$ cat src/include/canmc_pkg.sv
package canmc_pkg;

	// ************************************************************
	// register map
	// ************************************************************
	localparam int         ADDR_W          = 6;
	localparam logic [5:0] OFS_MAIN_CTRL   = 6'h00;
	localparam logic [5:0] OFS_SEC_CTRL    = 6'h01;

	// ************************************************************
	// main control field positions
	// ************************************************************
	localparam int BIT_RX_FRAME     = 7;
	localparam int BIT_RX_ACTIVE    = 6;
	localparam int BIT_STOP_IN_WAIT = 5;
	localparam int BIT_BUS_SYNC     = 4;
	localparam int BIT_TIMER_EN     = 3;
	localparam int BIT_WAKE_EN      = 2;
	localparam int BIT_SLEEP_REQ    = 1;
	localparam int BIT_INIT_REQ     = 0;

	// secondary control handshake bits
	localparam int BIT_SLEEP_ACK    = 1;
	localparam int BIT_INIT_ACK     = 0;

	// ************************************************************
	// reset values and counts
	// ************************************************************
	localparam logic       RST_INIT_REQ    = 1'b1;
	localparam logic [3:0] SYNC_RUN_BITS   = 4'hb;
	localparam logic [7:0] SYNC_BUSOFF_RUN = 8'h80;

	typedef enum logic [1:0] {
		ST_RUN    = 2'b00,
		ST_ABORT  = 2'b01,
		ST_INIT   = 2'b10,
		ST_RESYNC = 2'b11
	} canmc_state_t;

endpackage

$ cat src/canmc_mode_control.sv
`timescale 1ns/1ps
module canmc_mode_control (
	input  wire logic                          clock,
	input  wire logic                          rst_b,
	input  wire logic [canmc_pkg::ADDR_W-1:0]  reg_addr,
	input  wire logic [7:0]                    reg_wdata,
	input  wire logic                          reg_wr,
	input  wire logic                          reg_rd,
	output logic      [7:0]                    reg_rdata,
	input  wire logic                          valid_rx_frame,
	input  wire logic                          rx_in_progress,
	input  wire logic                          tx_buffers_empty,
	input  wire logic                          bit_tick,
	input  wire logic                          rx_bit,
	input  wire logic                          bus_off,
	input  wire logic                          valid_eof,
	input  wire logic                          wake_irq_flag,
	input  wire logic                          bus_activity,
	input  wire logic                          cpu_wait,
	input  wire logic                          tx_bit,
	output logic                               transmit_pin,
	output logic                               bus_if_clock_en,
	output logic                               abort_traffic,
	output logic                               init_mode,
	output logic                               config_write_en,
	output logic      [15:0]                   timestamp,
	output logic                               timestamp_write
);

	// ************************************************************
	// state
	// ************************************************************
	canmc_pkg::canmc_state_t state_ff;
	canmc_pkg::canmc_state_t nxt_state;

	logic        rx_frame_ff;
	logic        rx_active_ff;
	logic        stop_in_wait_ff;
	logic        bus_sync_ff;
	logic        timer_en_ff;
	logic        wake_en_ff;
	logic        sleep_req_ff;
	logic        init_req_ff;
	logic        sleep_ack_ff;
	logic [15:0] timer_ff;
	logic [15:0] stamp_ff;
	logic        stamp_wr_ff;
	logic [3:0]  run_ff;
	logic [7:0]  occ_ff;
	logic [7:0]  rdata_ff;

	logic        nxt_rx_frame;
	logic        nxt_stop_in_wait;
	logic        nxt_bus_sync;
	logic        nxt_timer_en;
	logic        nxt_wake_en;
	logic        nxt_sleep_req;
	logic        nxt_init_req;
	logic        nxt_sleep_ack;
	logic [15:0] nxt_timer;
	logic [3:0]  nxt_run;
	logic [7:0]  nxt_occ;

	// ************************************************************
	// decode
	// ************************************************************
	wire         init_ack     = (state_ff == canmc_pkg::ST_INIT);
	wire         in_init      = init_req_ff & init_ack;
	wire         out_of_init  = ~init_req_ff & ~init_ack;
	// hold starts in the abort step, so the register already reads reset when ack shows
	wire         held         = init_req_ff & ((state_ff == canmc_pkg::ST_ABORT) | init_ack);
	wire         wr_main      = reg_wr & (reg_addr == canmc_pkg::OFS_MAIN_CTRL);
	wire         wr_ok        = wr_main & out_of_init;
	wire         rd_main      = reg_rd & (reg_addr == canmc_pkg::OFS_MAIN_CTRL);
	wire         rd_sec       = reg_rd & (reg_addr == canmc_pkg::OFS_SEC_CTRL);
	wire         wake_hit     = sleep_ack_ff & wake_en_ff & bus_activity;
	wire         recessive    = bit_tick & rx_bit;
	wire         run_done     = recessive & (run_ff == canmc_pkg::SYNC_RUN_BITS - 4'h1);
	wire         sync_done    = run_done & (~bus_off
	                          | (occ_ff == canmc_pkg::SYNC_BUSOFF_RUN - 8'h01));

	wire [7:0]   main_byte    = {rx_frame_ff, rx_active_ff, stop_in_wait_ff, bus_sync_ff,
	                             timer_en_ff, wake_en_ff, sleep_req_ff, init_req_ff};
	wire [7:0]   sec_byte     = {6'h00, sleep_ack_ff, init_ack};
	wire [7:0]   nxt_rdata    = rd_main ? main_byte : (rd_sec ? sec_byte : 8'h00);

	// ************************************************************
	// init handshake
	// ************************************************************
	// abort lasts one cycle so traffic is stopped before the acknowledge shows
	always_comb begin
		nxt_state = state_ff;
		case (state_ff)
			canmc_pkg::ST_RUN: begin
				if (init_req_ff)
					nxt_state = canmc_pkg::ST_ABORT;
			end
			canmc_pkg::ST_ABORT: begin
				nxt_state = canmc_pkg::ST_INIT;
			end
			canmc_pkg::ST_INIT: begin
				if (!init_req_ff)
					nxt_state = canmc_pkg::ST_RESYNC;
			end
			canmc_pkg::ST_RESYNC: begin
				if (init_req_ff)
					nxt_state = canmc_pkg::ST_ABORT;
				else if (sync_done)
					nxt_state = canmc_pkg::ST_RUN;
			end
			default: begin
				nxt_state = canmc_pkg::ST_INIT;
			end
		endcase
	end

	// ************************************************************
	// request bits
	// ************************************************************
	// clear of init request only counts once acknowledged
	assign nxt_init_req = wr_main ? (reg_wdata[canmc_pkg::BIT_INIT_REQ]
	                    | (init_req_ff & ~init_ack)) : init_req_ff;

	// wake-up clear has priority over a software write in the same cycle
	always_comb begin
		nxt_sleep_req = sleep_req_ff;
		if (wake_hit)
			nxt_sleep_req = 1'b0;
		else if (wr_ok)
			nxt_sleep_req = (reg_wdata[canmc_pkg::BIT_SLEEP_REQ] & ~wake_irq_flag)
			              | (sleep_req_ff & ~sleep_ack_ff);
	end

	assign nxt_sleep_ack = sleep_req_ff & ~wake_hit
	                     & (sleep_ack_ff | (~rx_in_progress & tx_buffers_empty));

	assign nxt_wake_en = wr_ok ? reg_wdata[canmc_pkg::BIT_WAKE_EN] : wake_en_ff;

	// ************************************************************
	// bits held at reset in init mode
	// ************************************************************
	// flag set wins over a clearing write in the same cycle
	assign nxt_rx_frame = ~held & (valid_rx_frame
	                    | (rx_frame_ff & ~(wr_ok & reg_wdata[canmc_pkg::BIT_RX_FRAME])));

	assign nxt_stop_in_wait = held ? 1'b0
	                        : (wr_ok ? reg_wdata[canmc_pkg::BIT_STOP_IN_WAIT]
	                        : stop_in_wait_ff);

	assign nxt_timer_en = held ? 1'b0
	                    : (wr_ok ? reg_wdata[canmc_pkg::BIT_TIMER_EN] : timer_en_ff);

	// ************************************************************
	// time stamp timer
	// ************************************************************
	assign nxt_timer = ~timer_en_ff ? 16'h0000
	                 : (bit_tick ? timer_ff + 16'h0001 : timer_ff);

	// ************************************************************
	// resynchronization
	// ************************************************************
	always_comb begin
		nxt_run      = run_ff;
		nxt_occ      = occ_ff;
		nxt_bus_sync = bus_sync_ff;
		if (state_ff != canmc_pkg::ST_RESYNC) begin
			nxt_run = 4'h0;
			nxt_occ = 8'h00;
			if (state_ff != canmc_pkg::ST_RUN)
				nxt_bus_sync = 1'b0;
		end else if (bit_tick && !rx_bit) begin
			nxt_run = 4'h0;
		end else if (run_done) begin
			nxt_run = 4'h0;
			nxt_occ = occ_ff + 8'h01;
			if (sync_done)
				nxt_bus_sync = 1'b1;
		end else if (recessive) begin
			nxt_run = run_ff + 4'h1;
		end
	end

	// ************************************************************
	// registers
	// ************************************************************
	always_ff @(posedge clock) begin
		if (!rst_b) begin
			state_ff        <= canmc_pkg::ST_INIT;
			init_req_ff     <= canmc_pkg::RST_INIT_REQ;
			sleep_req_ff    <= 1'b0;
			sleep_ack_ff    <= 1'b0;
			wake_en_ff      <= 1'b0;
			rx_frame_ff     <= 1'b0;
			rx_active_ff    <= 1'b0;
			stop_in_wait_ff <= 1'b0;
			bus_sync_ff     <= 1'b0;
			timer_en_ff     <= 1'b0;
		end else begin
			state_ff        <= nxt_state;
			init_req_ff     <= nxt_init_req;
			sleep_req_ff    <= nxt_sleep_req;
			sleep_ack_ff    <= nxt_sleep_ack;
			wake_en_ff      <= nxt_wake_en;
			rx_frame_ff     <= nxt_rx_frame;
			rx_active_ff    <= rx_in_progress & ~held;
			stop_in_wait_ff <= nxt_stop_in_wait;
			bus_sync_ff     <= nxt_bus_sync;
			timer_en_ff     <= nxt_timer_en;
		end
	end

	always_ff @(posedge clock) begin
		if (!rst_b) begin
			timer_ff    <= 16'h0000;
			stamp_ff    <= 16'h0000;
			stamp_wr_ff <= 1'b0;
			run_ff      <= 4'h0;
			occ_ff      <= 8'h00;
			rdata_ff    <= 8'h00;
		end else begin
			timer_ff    <= nxt_timer;
			stamp_wr_ff <= valid_eof & timer_en_ff;
			if (valid_eof && timer_en_ff)
				stamp_ff <= timer_ff;
			run_ff      <= nxt_run;
			occ_ff      <= nxt_occ;
			rdata_ff    <= nxt_rdata;
		end
	end

	// ************************************************************
	// outputs
	// ************************************************************
	// pin override is combinational so recessive level appears with the request
	assign transmit_pin    = tx_bit | init_req_ff;
	// enable for an external gate cell; logic here keeps its own clock
	assign bus_if_clock_en = ~(stop_in_wait_ff & cpu_wait);
	assign abort_traffic   = (state_ff == canmc_pkg::ST_ABORT) | init_ack;
	assign init_mode       = in_init;
	assign config_write_en = in_init;
	assign timestamp       = stamp_ff;
	assign timestamp_write = stamp_wr_ff;
	assign reg_rdata       = rdata_ff;
endmodule // canmc_mode_control

$ cat config.mk
export PLATFORM = sky130hd
export DESIGN_NAME = canmc_mode_control
export DESIGN_NICKNAME = d
export VERILOG_FILES = /design/src/include/canmc_pkg.sv /design/src/canmc_mode_control.sv
export SDC_FILE = /design/constraint.sdc
export NUM_CORES = 1
export LEC_CHECK = 0
export ABC_AREA = 0
export ABC_CLOCK_PERIOD_IN_PS = 1900
export BUFFER_PORTS_ARGS = -buffer_cell sky130_fd_sc_hd__buf_2
export CAP_MARGIN = 5
export CORE_MARGIN = 2
export CORE_UTILIZATION = 54
export CTS_CLUSTER_DIAMETER = 150
export DETAILED_ROUTE_END_ITERATION = 10
export PLACE_DENSITY_LB_ADDON = 0.2
export RECOVER_POWER = 100
export SLEW_MARGIN = 20
export SYNTH_ARGS = -nofsm -noshare
export SYNTH_HDL_FRONTEND = slang
export SYNTH_SLANG_ARGS = --single-unit
$ cat constraint.sdc
create_clock -name clock -period 1.9 [get_ports clock]
set_input_delay 0.38 -clock clock [delete_from_list [all_inputs] [get_ports clock]]
set_output_delay 0.38 -clock clock [all_outputs]
set_load 0.02 [all_outputs]
==> flow_metrics.tcl <==
set metrics [dict create \
    status "completed" \
    cpPeakStageDelay_ns 0.39 \
    r2r-start "state_ff[0]" \
    dieArea_um2 5650 \
    grt_overflow 0 \
    hp-class "input port to flip-flop" \
    max_freq_mhz 558 \
    finalClockSkew_ns 0.00602 \
    ir_drop_mv 0.971 \
    synth_seq_area_share_pct 46.8 \
    period_share_pct 94.3 \
    cts-root-buf "clkbuf_8" \
    num-nets-final 415 \
    cts_setup_buffers 0 \
    start_kind "flip-flop" \
    final_common_cell "dfxtp_1" \
    worstPathCellList "inv_1 > ha_1 > clkbuf_1" \
    routed_wl_um 5620 \
    cap_violations 0 \
    via_per_inst 5.20 \
    io_buffer_count 56 \
    drtAntennaViolNets 0 \
    antenna_found_initial 0 \
    cp_max_fo 4 \
    wl_per_cell_um 12.5 \
    clock_latency_ns 0.33 \
    h-tree-depth 3 \
    netlist_area_um2 2740 \
    die_w_um 75.2 \
    cts-resized-gates 0 \
    critPathArrivalTime_ns 1.41 \
    cts_tree "built" \
    grt_pass1_vias 2140 \
    num_rows 25 \
    cp.required_ns 1.52 \
    coreArea_um2 4820 \
    grt_max_degree 19 \
    drive_gt1_share_pct 12.3 \
    gp_congestion 0.856 \
    firstDrtPassIters 4 \
    ctsHoldBuffers 0 \
    most-common-layout-cells "dfxtp_1, nand2_1, clkbuf_1" \
    first_iter_violations 100 \
    worstSetupPathDepth 3 \
    rr_endpoint "sleep_req_ff" \
    leakage_nw 1.21 \
    grt_pass1_wl_um 9260 \
    fin_tns_setup_ns 0 \
    syn_nets 357 \
    track_usage_pct 21.4 \
    yosysWarningCount 0 \
    p_per_area_nw_per_um2 966 \
    synth-seq-cells 64 \
    netlist-cell-type-count 41 \
    cp_slowest_cell "dfxtp_1" \
    post-route-util_pct 66.6 \
    syn2layout_area_growth_pct 17.3 \
    final_max_slew_viol_count 0 \
    end_kind "output pin" \
    slew_headroom_pct 47.0 \
    finalHoldViolCount 0 \
    die_h_um 75.2 \
    synth_cells 320 \
    ctsLongestPathBuffers 2 \
    hpwl_um 4020 \
    reg2reg_depth 7 \
    rsz0062_at_grt "no" \
    clkTransAtPathRegs_ns 0.06 \
    initial_utilization_pct 56.8 \
    worstSetupEndpoint "abort_traffic" \
    period_minus_slack_ns 1.79 \
    fin_hold_ws_ns 0.269 \
    avgSynthCellArea_um2 8.55 \
    path_delay_family "flip-flops" \
    reg2reg_slack_ns 0.15 \
    top_level_ports 59 \
    tightest_slew_ns 0.794 \
    cts.sinks 64 \
    setup.worst_path.start "state_ff[1]" \
    fillers 445 \
    finalSetupViolCount 0 \
    antenna_cells 0 \
    critPathKind "flip-flop to output pin" \
    cts_made_buffers 9 \
    num_vias 2341 \
    crit_buf_inv 2 \
    drc 0 \
]
-- power breakdown --
| part | switching, mW | total, mW | internal [mW] | leakage [nW] |
|---|---|---|---|---|
| clock | 0.489 | 1.16 | 0.675 | 0.103 |
| sequential | 0.0293 | 1.40 | 1.37 | 0.516 |
| combinational | 0.337 | 0.532 | 0.195 | 0.593 |
| total | 0.855 | 3.10 | 2.25 | 1.21 |
-- area by class of cell --
type                            instances  area [µm²]  share of cell area (%)
Inverter                               15        56.3                    1.75
Clock inverter                          3        40.0                    1.25
Timing Repair Buffer                   60         268                    8.34
Multi-Input combinational cell        228        1320                    41.2
Clock buffer                           13         159                    4.95
Sequential cell                        64        1280                    39.9
Tap cell                               67        83.8                    2.61
-- metrics by stage --
| stage | instances | power [mW] | cell area [µm²] | worst slack, ns |
|---|---|---|---|---|
| CTS | 450 | 3.13 | 3270 | 0.128 |
| floorplan | 320 | 1.83 | 2740 | 0.355 |
| global placement | 434 | 1.95 | 3070 | 0.267 |
| detailed placement | 434 | 1.96 | 3070 | 0.231 |
| finish | 450 | 3.10 | 3210 | 0.109 |
| global route | 450 | 3.23 | 3210 | 0.0418 |
-- cells by family (layout without fill, tap and decap cells) --
| group | after synthesis | after routing | synth area share [%] |
|---|---|---|---|
| simple gates | 143 | 143 | 26.5 |
| compound gates | 56 | 56 | 11.8 |
| xor+xnor | 15 | 15 | 4.80 |
| flops | 64 | 64 | 46.8 |
| buf+inv | 28 | 91 | 4.25 |
| fa+ha+maj | 8 | 8 | 3.66 |
| mux | 6 | 6 | 2.19 |
-- synthesized netlist by cell type --
library cell	count	area share, %
a21oi_1	31	5.7
a22oi_1	1	0.27
a311o_1	3	1.1
a31oi_1	3	0.69
a41o_1	1	0.37
and2_1	11	2.5
and3_1	3	0.69
and3b_4	1	0.46
and4_1	3	0.96
buf_4	3	0.82
clkbuf_1	10	1.4
dfxtp_1	64	47
ha_1	8	3.7
inv_1	15	2.1
mux2i_1	6	2.2
nand2_1	53	7.3
nand2_2	1	0.23
nand2b_1	1	0.23
nand3_1	11	2.0
nand3b_1	1	0.27
nand4_1	7	1.6
nand4b_1	1	0.32
nand4b_4	1	0.87
nor2_1	31	4.3
nor2b_1	3	0.69
nor3_1	1	0.18
nor3b_1	1	0.27
nor4_1	2	0.46
nor4_4	1	0.78
o2111ai_1	1	0.32
o211a_1	1	0.37
o211ai_1	1	0.27
o21a_1	1	0.27
o21ai_0	12	2.2
o31ai_1	1	0.27
or2_2	1	0.23
or3_1	7	1.6
or3b_1	1	0.32
or4_1	1	0.27
xnor2_1	5	1.6
xor2_1	10	3.2
-- worst min-delay path by stage --
stage	from	endpoint	slack (ns)	depth (start not counted)
floorplan	rx_active_ff	reg_rdata[6]	0.41	1
global placement	rx_active_ff	reg_rdata[6]	0.41	1
detailed placement	rx_active_ff	reg_rdata[6]	0.42	1
CTS	rx_in_progress	rx_active_ff	0.26	2
global route	reg_rd	reg_rdata[3]	0.29	3
finish	rx_in_progress	rx_active_ff	0.27	2
-- registers in the layout, summed over array words and instances, names as in the netlist --
register / count
rx_frame_ff: 1
rx_active_ff: 1
timer_ff: 16
bus_sync_ff: 1
init_req_ff: 1
stop_in_wait_ff: 1
reg_rdata: 8
timer_en_ff: 1
timestamp_write: 1
state_ff: 2
occ_ff: 8
sleep_ack_ff: 1
run_ff: 4
sleep_req_ff: 1
timestamp: 16
wake_en_ff: 1
-- routing by layer --
metal	track usage (%)	vias up	part of all wire (%)
met3	4.55	10	4.4
met2	36.3	62	49
met5	0	-	0
li1	-	1210	-
met4	10.5	0	1.9
met1	25.7	1059	45
(Power assumes the default switching activity.)
